--- src/hw/mtpsc_pkg.sv ---
package mtpsc_pkg;

	// ==========================================================
	// tap state encoding (ieee 1149.1 controller)
	typedef enum logic [3:0] {
		MTPSC_TLR  = 4'h0,
		MTPSC_RTI  = 4'h1,
		MTPSC_SDS  = 4'h3,
		MTPSC_CDR  = 4'h2,
		MTPSC_SDR  = 4'h6,
		MTPSC_E1D  = 4'h7,
		MTPSC_PDR  = 4'h5,
		MTPSC_E2D  = 4'h4,
		MTPSC_UDR  = 4'hC,
		MTPSC_SIS  = 4'hD,
		MTPSC_CIR  = 4'hF,
		MTPSC_SIR  = 4'hE,
		MTPSC_E1I  = 4'hA,
		MTPSC_PIR  = 4'hB,
		MTPSC_E2I  = 4'h9,
		MTPSC_UIR  = 4'h8
	} mtpsc_tap_type;

	// ==========================================================
	// widths and reset values
	localparam int          MTPSC_IR_WIDTH  = 4;
	localparam logic [3:0]  MTPSC_IR_RESET  = 4'h1;
	localparam logic [3:0]  MTPSC_IR_BYPASS = 4'hF;
	localparam int          MTPSC_SYNC_STAGES = 2;
	// channel count whose powerdown bits must all be set
	localparam int          MTPSC_CHANNELS  = 2;

endpackage

--- src/hw/mtpsc_pad_ctrl.sv ---
// Overview of operation
// - device reset low: mdio and tdo both undriven
// - both powerdown pins low: mdio and tdo float
// - register powerdown on both channels keeps management access working
// - register powerdown on both channels: mdio still driven on reads
// - status bits may be meaningless in powerdown; software must ignore them
// - tdo floats whenever the test port is not shifting
// - register powerdown on both channels floats tdo
// - tdi/tms pull-ups on in register powerdown, off in pin powerdown
// - test reset pull-down on in register powerdown, off in pin powerdown
// - test reset low returns scan logic to system mode; open stays disabled
// - tms steers the controller; data shifts tdi in, tdo out on tck
`timescale 1ns/1ps
`default_nettype none
module mtpsc_pad_ctrl
	import mtpsc_pkg::*;
#(
	parameter int IR_WIDTH = MTPSC_IR_WIDTH
) (
	input  wire logic clk,                       // 25 MHz system clock
	input  wire logic rst_n,                     // device reset, active low
	input  wire logic chan_a_powerdown_pin_low,  // channel a pin, active low
	input  wire logic chan_b_powerdown_pin_low,  // channel b pin, active low
	input  wire logic chan_a_pd_bit,             // channel a powerdown bit
	input  wire logic chan_b_pd_bit,             // channel b powerdown bit
	input  wire logic mdio_read_drive,           // core wants mdio driven
	input  wire logic mdio_core_out,             // core mdio data
	output logic      mdio_out,                  // mdio pad data
	output logic      mdio_oe,                   // mdio pad enable
	output logic      mgmt_active,               // management usable
	output logic      status_valid,              // status bits meaningful
	input  wire logic tck,                       // test clock pin
	input  wire logic tms,                       // test mode select pin
	input  wire logic tdi,                       // test data in pin
	input  wire logic test_reset_low,            // test reset pin, active low
	output logic      tdo_out,                   // tdo pad data
	output logic      tdo_oe,                    // tdo pad enable
	output logic      tdi_pullup_en,             // tdi pull-up enable
	output logic      tms_pullup_en,             // tms pull-up enable
	output logic      trst_pulldown_en,          // test reset pull-down
	output logic      scan_enabled,              // scan logic active
	output logic [IR_WIDTH-1:0] instr            // current instruction
);
	import mtpsc_pkg::*;

	// ==========================================================
	// input synchronisers
	logic [5:0]    pin_sync;
	mtpsc_tap_type tap_state;
	logic          tck_prev;
	logic          tck_rise;
	logic          tck_fall;
	logic          pin_pd;
	logic          reg_pd;
	logic          pads_off;

	mtpsc_sync #(.WIDTH(6)) u_sync (
		.clk   (clk),
		.rst_n (rst_n),
		// powerdown pins go in inverted so the cleared synchroniser
		// reads as no powerdown; a false pin powerdown after reset
		// would drop the pulls for two cycles
		.d     ({~chan_a_powerdown_pin_low, ~chan_b_powerdown_pin_low,
		         tck, tms, tdi, test_reset_low}),
		.q     (pin_sync)
	);

	wire logic s_pda   = pin_sync[5];
	wire logic s_pdb   = pin_sync[4];
	wire logic s_tck   = pin_sync[3];
	wire logic s_tms   = pin_sync[2];
	wire logic s_tdi   = pin_sync[1];
	wire logic s_trstn = pin_sync[0];

	always_ff @(posedge clk or negedge rst_n) begin
		if (!rst_n) begin
			tck_prev <= 1'b0;
		end else begin
			tck_prev <= s_tck;
		end
	end
	assign tck_rise = s_tck & ~tck_prev;
	assign tck_fall = ~s_tck & tck_prev;

	// ==========================================================
	// powerdown conditions
	// pin powerdown needs both pins low
	assign pin_pd = s_pda & s_pdb;
	assign reg_pd = chan_a_pd_bit & chan_b_pd_bit;
	assign pads_off = pin_pd;

	// ==========================================================
	// management pad
	// management stays up in register powerdown
	assign mgmt_active = rst_n & ~pin_pd;
	// status bits unreliable in either powerdown
	assign status_valid = rst_n & ~pin_pd & ~reg_pd;

	// reset floats mdio; read drive survives register pd
	always_ff @(posedge clk or negedge rst_n) begin
		if (!rst_n) begin
			mdio_oe  <= 1'b0;
			mdio_out <= 1'b0;
		end else begin
			mdio_oe  <= mdio_read_drive & ~pads_off;
			mdio_out <= mdio_core_out;
		end
	end

	// ==========================================================
	// pull enables
	// pull-ups stay on in register powerdown, removed in pin powerdown
	// pull-down likewise; reset keeps pulls in default state
	always_ff @(posedge clk or negedge rst_n) begin
		if (!rst_n) begin
			tdi_pullup_en    <= 1'b1;
			tms_pullup_en    <= 1'b1;
			trst_pulldown_en <= 1'b1;
		end else begin
			tdi_pullup_en    <= ~pin_pd;
			tms_pullup_en    <= ~pin_pd;
			trst_pulldown_en <= ~pin_pd;
		end
	end

	// ==========================================================
	// test port
	// low test reset forces system mode
	assign scan_enabled = s_trstn;

	mtpsc_tap u_tap (
		.clk      (clk),
		.rst_n    (rst_n),
		.trst     (~s_trstn),
		.tck_rise (tck_rise),
		.tms      (s_tms),
		.state    (tap_state)
	);

	logic [IR_WIDTH-1:0] ir_shift;
	logic                dr_bypass;
	logic                shifting;

	// shift tdi in on tck rise
	always_ff @(posedge clk or negedge rst_n) begin
		if (!rst_n) begin
			ir_shift  <= IR_WIDTH'(MTPSC_IR_RESET);
			instr     <= IR_WIDTH'(MTPSC_IR_RESET);
			dr_bypass <= 1'b0;
		end else if (!s_trstn || tap_state == MTPSC_TLR) begin
			ir_shift  <= IR_WIDTH'(MTPSC_IR_RESET);
			instr     <= IR_WIDTH'(MTPSC_IR_RESET);
			dr_bypass <= 1'b0;
		end else if (tck_rise) begin
			unique case (tap_state)
				MTPSC_CIR: ir_shift <= IR_WIDTH'(MTPSC_IR_RESET);
				MTPSC_SIR: ir_shift <= {s_tdi, ir_shift[IR_WIDTH-1:1]};
				MTPSC_UIR: instr <= ir_shift;
				MTPSC_CDR: dr_bypass <= 1'b0;
				MTPSC_SDR: dr_bypass <= s_tdi;
				default: ;
			endcase
		end
	end

	// tdo updates on the falling edge, as the tester samples on the rise
	always_ff @(posedge clk or negedge rst_n) begin
		if (!rst_n) begin
			shifting <= 1'b0;
			tdo_out  <= 1'b0;
		end else if (tck_fall) begin
			shifting <= (tap_state == MTPSC_SIR) || (tap_state == MTPSC_SDR);
			tdo_out  <= (tap_state == MTPSC_SIR) ? ir_shift[0] : dr_bypass;
		end
	end

	// tdo driven only while shifting; floats in register pd
	// reset and pin powerdown float it too
	always_ff @(posedge clk or negedge rst_n) begin
		if (!rst_n) begin
			tdo_oe <= 1'b0;
		end else begin
			tdo_oe <= shifting & s_trstn & ~pads_off & ~reg_pd
				& (tap_state == MTPSC_SIR || tap_state == MTPSC_SDR);
		end
	end

endmodule
`default_nettype wire

--- src/hw/mtpsc_sync.sv ---
`timescale 1ns/1ps
`default_nettype none
module mtpsc_sync #(
	parameter int WIDTH = 1
) (
	input  wire logic             clk,    // system clock
	input  wire logic             rst_n,  // async reset, active low
	input  wire logic [WIDTH-1:0] d,      // asynchronous level in
	output logic      [WIDTH-1:0] q       // synchronised level out
);
	logic [WIDTH-1:0] stage1;

	// stage1 is read by q only
	always_ff @(posedge clk or negedge rst_n) begin
		if (!rst_n) begin
			stage1 <= '0;
			q      <= '0;
		end else begin
			stage1 <= d;
			q      <= stage1;
		end
	end
endmodule
`default_nettype wire

--- src/hw/mtpsc_tap.sv ---
`timescale 1ns/1ps
`default_nettype none
module mtpsc_tap
	import mtpsc_pkg::*;
(
	input  wire logic          clk,       // system clock
	input  wire logic          rst_n,     // async reset, active low
	input  wire logic          trst,      // synchronous tap reset
	input  wire logic          tck_rise,  // one-cycle tck rising edge
	input  wire logic          tms,       // synchronised mode select
	output mtpsc_tap_type      state      // controller state
);
	import mtpsc_pkg::*;

	mtpsc_tap_type next_state;

	always_comb begin
		next_state = state;
		unique case (state)
			MTPSC_TLR: next_state = tms ? MTPSC_TLR : MTPSC_RTI;
			MTPSC_RTI: next_state = tms ? MTPSC_SDS : MTPSC_RTI;
			MTPSC_SDS: next_state = tms ? MTPSC_SIS : MTPSC_CDR;
			MTPSC_CDR: next_state = tms ? MTPSC_E1D : MTPSC_SDR;
			MTPSC_SDR: next_state = tms ? MTPSC_E1D : MTPSC_SDR;
			MTPSC_E1D: next_state = tms ? MTPSC_UDR : MTPSC_PDR;
			MTPSC_PDR: next_state = tms ? MTPSC_E2D : MTPSC_PDR;
			MTPSC_E2D: next_state = tms ? MTPSC_UDR : MTPSC_SDR;
			MTPSC_UDR: next_state = tms ? MTPSC_SDS : MTPSC_RTI;
			MTPSC_SIS: next_state = tms ? MTPSC_TLR : MTPSC_CIR;
			MTPSC_CIR: next_state = tms ? MTPSC_E1I : MTPSC_SIR;
			MTPSC_SIR: next_state = tms ? MTPSC_E1I : MTPSC_SIR;
			MTPSC_E1I: next_state = tms ? MTPSC_UIR : MTPSC_PIR;
			MTPSC_PIR: next_state = tms ? MTPSC_E2I : MTPSC_PIR;
			MTPSC_E2I: next_state = tms ? MTPSC_UIR : MTPSC_SIR;
			MTPSC_UIR: next_state = tms ? MTPSC_SDS : MTPSC_RTI;
		endcase
	end

	always_ff @(posedge clk or negedge rst_n) begin
		if (!rst_n) begin
			state <= MTPSC_TLR;
		end else if (trst) begin
			state <= MTPSC_TLR;
		end else if (tck_rise) begin
			state <= next_state;
		end
	end
endmodule
`default_nettype wire
--- config.mk ---
export PLATFORM = sky130hd
export DESIGN_NAME = mtpsc_pad_ctrl
export DESIGN_NICKNAME = d
export VERILOG_FILES = /design/src/hw/mtpsc_pkg.sv /design/src/hw/mtpsc_pad_ctrl.sv /design/src/hw/mtpsc_sync.sv /design/src/hw/mtpsc_tap.sv
export SDC_FILE = /design/constraint.sdc
export NUM_CORES = 1
export LEC_CHECK = 0
export BUFFER_PORTS_ARGS = -buffer_cell sky130_fd_sc_hd__buf_2
export CORE_UTILIZATION = 45
export DETAILED_ROUTE_END_ITERATION = 12
export PLACE_DENSITY_LB_ADDON = 0.08
export SYNTH_ARGS = -nofsm -noshare
export SYNTH_HDL_FRONTEND = slang
export SYNTH_SLANG_ARGS = --single-unit
--- constraint.sdc ---
create_clock -name clk -period 1.3 [get_ports clk]
set_input_delay 0.13 -clock clk [delete_from_list [all_inputs] [get_ports clk]]
set_output_delay 0.13 -clock clk [all_outputs]
set_load 0.05 [all_outputs]
## After elaboration in Yosys (flattened, before gate mapping)

Cells that the tools add are included.
W data, S select, Z words.

- Bits in registers: 32
- Bits of input ports: 12
- Output and inout bits: 14
- Word-level logic and storage cells: 85

- Equal/unequal tests: 16
- Mux-type cells: 25
- Bitwise gates (word level): 17
- Reductions and logical operators: 14

Operators by type and width:

| cell | number |
|---|---|
| $pmux W4 S12 | 1 |
| $mux W4 | 11 |
| $eq A4 B4 Y1 const B | 8 |
| $eq A4 B3 Y1 const B | 4 |
| $and A1 B1 Y1 | 11 |
| $eq A4 B2 Y1 const B | 2 |
| $pmux W4 S2 | 1 |
| $mux W1 | 6 |
| $mux W2 | 3 |
| $mux W3 | 2 |
| $not A1 Y1 | 6 |
| $reduce_and A2 Y1 | 3 |
| $reduce_bool A3 Y1 | 2 |
| $eq A4 B1 Y1 const B | 1 |
| $logic_not A4 Y1 | 1 |
| $reduce_bool A2 Y1 | 2 |
| $reduce_or A2 Y1 | 2 |
| $reduce_or A3 Y1 | 1 |
| $logic_or A1 B1 Y1 | 2 |
| $ne A2 B2 Y1 const B | 1 |
| $pmux W1 S2 | 1 |
| $logic_not A1 Y1 | 1 |

## Depth between registers and ports, before layout

- Word-level depth: 5
- Mapped depth: 5
- Depth with buffers taken out: 4

## Modules after synthesis

Synthesis repeated with hierarchy kept, for this count alone.

- Cell total of the unflattened synthesis: 127
- Area total of the unflattened synthesis: 1432.6 µm²

By module, submodules not included:

| module | instances | cells an instance | area an instance (µm²) | seq. area each (µm²) |
|---|---|---|---|---|
| mtpsc_pad_ctrl | 1 | 69 | 765.7 | 404.1 |
| mtpsc_tap | 1 | 46 | 366.6 | 100.1 |
| mtpsc_sync | 1 | 12 | 300.3 | 300.3 |

## Worst setup path after synthesis

OpenSTA, ideal clock, no wires.

- Path kind: reg-to-reg
- Start point: register u_sync.q[0]
- End point: register instr[1]
- Setup time: 0.067 ns
- Data arrival time: 1.383 ns
- Data required time: 1.233 ns
- Path slack: -0.150 ns
- Stages on the path, launching flop included: 4
- Buffers on the path: 0
- Clock period less this slack: 1.450 ns
- Cell sequence: dfrtp_1 > inv_1 > nor4_4 > a22o_1

- Word-level cells in the longest chain between the ends: 4
- Elaborated cells between the ends (all ways): 6
- Classes of those cells: mux: 1; reduce/logical: 5

Ends and longest elaborated chain:

| element | line | text |
|---|---|---|
| start, declared | mtpsc_sync.sv:9 | `output logic [WIDTH-1:0] q` |
| start signal, assigned | mtpsc_sync.sv:20 | `q <= stage1;` |
| $logic_not A1 Y1 (*) | mtpsc_pad_ctrl.sv:150 | `end else if (!s_trstn \|\| tap_state == MTPSC_TLR) begin` |
| $logic_or A1 B1 Y1 (*) | mtpsc_pad_ctrl.sv:150 |  |
| $reduce_bool A2 Y1 (no line) | - |  |
| $reduce_and A2 Y1 (no line) | - |  |
| end signal, assigned | mtpsc_pad_ctrl.sv:148 | `instr <= IR_WIDTH'(MTPSC_IR_RESET);` |
| end signal, assigned | mtpsc_pad_ctrl.sv:152 | `instr <= IR_WIDTH'(MTPSC_IR_RESET);` |
| end signal, assigned | mtpsc_pad_ctrl.sv:158 | `MTPSC_UIR: instr <= ir_shift;` |
| end, declared | mtpsc_pad_ctrl.sv:42 | `output logic [IR_WIDTH-1:0] instr` |

Every way passes the cells marked *; elsewhere a longest branch is shown, timed or not.
A chain may end at the register's enable or synchronous reset.

## Final worst setup path

- Start point: register u_tap.state[1]
- End point: register instr[1]

- Word-level cells in the longest chain between the ends: 4
- Elaborated cells between the ends (all ways): 7
- Classes of those cells: eq/ne: 1; mux: 1; reduce/logical: 5

Ends and longest elaborated chain:

| element | line | text |
|---|---|---|
| start, declared | mtpsc_tap.sv:11 | `output mtpsc_tap_type state` |
| start signal, assigned | mtpsc_tap.sv:45 | `state <= next_state;` |
| $logic_not A4 Y1 | mtpsc_pad_ctrl.sv:150 |  |
| $logic_or A1 B1 Y1 | mtpsc_pad_ctrl.sv:150 |  |
| $reduce_bool A2 Y1 (no line) | - |  |
| $reduce_and A2 Y1 (no line) | - |  |

Parallel ways exist; a longest one is shown, timed or not.

==> impl_metrics.tcl <==
set metrics [dict create \
    wirelength_um 3170 \
    hold_violations 0 \
    p_leak_nw 0.906 \
    final_area_um2 1940 \
    synthesis.area_um2 1390 \
    violations "setup timing" \
    grt_overflow 0 \
    yosys_warnings 0 \
    drive_gt1_frac 0.466 \
    yosysMostFrequentCell "dfrtp_1" \
    dp_slack_ps -106 \
    antenna_found_initial 0 \
    placementRows 19 \
    yosys.area.top_type_share 0.522 \
    place_inst 189 \
    synth_top_cell_by_area "dfrtp_1" \
    hold_path_class "in2reg" \
    reg2reg_slack_ps -100 \
    detail_route.first_pass.iterations 4 \
    grt_max_degree 26 \
    dieArea_um2 3320 \
    cp-end-kind "flip-flop" \
    dpl_cell_area_um2 1640 \
    grtUsageTotal 0.211 \
    ys_seq_area_frac 0.579 \
    final_cells 209 \
    critical_path.max_fanout 3 \
    async_flop_share 1.00 \
    use_met1 0.241 \
    cts-root-buf "clkbuf_4" \
    worstSetupStartpointType "flip-flop" \
    synth_edf_count 0 \
    status "finished with violations" \
    period_share 1.08 \
    diodes 0 \
    grt_pass1_vias 1126 \
    period_minus_slack_ps 1400 \
    routedWlPerCell_um 15.2 \
    tightest_slew_ps 385 \
    boundaryPins 26 \
    grtUsageMet3 0.0816 \
    setup_viol 13 \
    die_w_um 57.6 \
    slew_headroom 0.743 \
    dpl.hpwl_um 2030 \
    slew_violations 0 \
    cts_buffers 5 \
    busiest_layer "met2" \
    io_buffers 25 \
    power_per_cell_area_nw_per_um2 992 \
    crit_arrival_ps 1630 \
    drc 0 \
    grt_pass1_wl_um 5000 \
    via_per_inst 5.50 \
    crit_type "reg2reg" \
    syn-mean-instance-area_um2 11.4 \
    die_y_um 57.6 \
    place.gp.congestion 0.928 \
    max_freq_mhz 713 \
    via_count 1150 \
    syn_to_final_growth_pct 39.7 \
    cts_tree "built" \
    design.core.area_um2 2850 \
    finalClockSkew_ps 7.82 \
    synth_cells 122 \
    start_util 0.487 \
    nNetsFinal 189 \
    clock-sinks 32 \
    htreeDepth 2 \
    synth-seq-cells 32 \
    final.setup.worst_slack_ps -102 \
    fin_hold_ws_ps 104 \
    met2_usage 0.349 \
    crit_required_ps 1530 \
    clk_latency_ps 340 \
    ys_types 42 \
    grt_setup_unrepaired "yes" \
    synth.net_count 134 \
    first_iter_violations 45 \
    ir_drop_mv 0.782 \
    clock_path_buffers 2 \
    clk_pin_slew_worst_paths_ps 100 \
    synth_flop_cell "dfrtp_1" \
    maxCapViolations 0 \
    drtAntennaViolNets 0 \
    yosys-top-cells-area "dfrtp_1 (52%), dfstp_2 (5.7%), a21oi_1 (3.6%), a22o_1 (3.2%), buf_6 (2.4%)" \
    ys_top_cells_by_count "dfrtp_1 (29), a21oi_1 (10), nand2_1 (8)" \
]
sequential cells by signal, indices dropped and copies added (netlist names):
register / flops
u_sync.q: 6
u_sync.stage1: 6
instr: 4
ir_shift: 4
u_tap.state: 4
dr_bypass: 1
mdio_oe: 1
mdio_out: 1
shifting: 1
tck_prev: 1
tdo_oe: 1
tdo_out: 1
trst_pulldown_en: 1
timing repair:
action	in CTS	in global routing
resized for setup	11	22
endpoints found under the setup margin	16	21
endpoints found under the hold margin	37	0
pin swaps	5	5
buffers inserted	2	1
hold buffers	9	0
final timing paths:
path | start | to | cells past startpoint
max in group asynchronous | rst_n | trst_pulldown_en | 3
min in group asynchronous | rst_n | mdio_out | 2
max reg2reg | u_tap.state[1] | instr[1] | 4
min reg2reg | u_sync.stage1[1] | u_sync.q[1] | 0
min | chan_a_pd_bit | tdo_oe | 4
max | u_tap.state[1] | instr[1] | 4
logic make-up (layout without fill, tap and decap cells):
kind of cell           after synthesis  in the layout  synth area share
flip-flops                          32             32             0.579
AND/OR/NAND/NOR                     39             39             0.171
buffers and inverters               14             70            0.0612
multiplexers                         2              2            0.0144
AO/OA/AOI/OAI                       35             35             0.175
power breakdown:
| part | internal (mW) | switching, mW |
|---|---|---|
| logic | 0.117 | 0.159 |
| registers | 1.03 | 0.0165 |
| clock network | 0.264 | 0.344 |
| total | 1.41 | 0.519 |
critical path, stage by stage (launching register included):
cell and delay (ps):
dfrtp_1 410, or3_4 450, a21oi_4 150, nor2_2 60, a22o_1 220
placed cells by master (no fill, tap or decap), types with 3 or more instances in the layout:
master	n
a21oi_1	9
a22o_1	5
buf_2	19
buf_4	20
clkbuf_4	9
dfrtp_1	26
dfrtp_2	3
dfstp_2	3
dlygate4sd3_1	9
inv_1	5
nand2_1	5
nand3_1	3
nor2b_1	3
through the flow:
step	setup TNS, ps	utilization	total power, mW
5_1_grt	-1370	0.681	2.02
3_5_place_dp	-704	0.576	1.27
6_report	-871	0.681	1.93
2_1_floorplan	-226	-	1.19
3_3_place_gp	-391	0.576	1.27
4_1_cts	-588	0.650	1.92
area by class of cell:
cell class	count	area [um^2]
well taps	31	38.8
fillers	233	911
repair buffers	55	407
clock buffers	7	55.1
flip-flops and latches	32	808
clock inverters	1	7.51
inverters	7	26.3
multi-input cells	76	599
routing by layer:
metal	wire length, um	vias up
met2	1590	46
met5	0	-
met4	51	0
met3	191	5
met1	1340	557
li1	-	542
No activity file was read; power rests on OpenSTA's default activity.
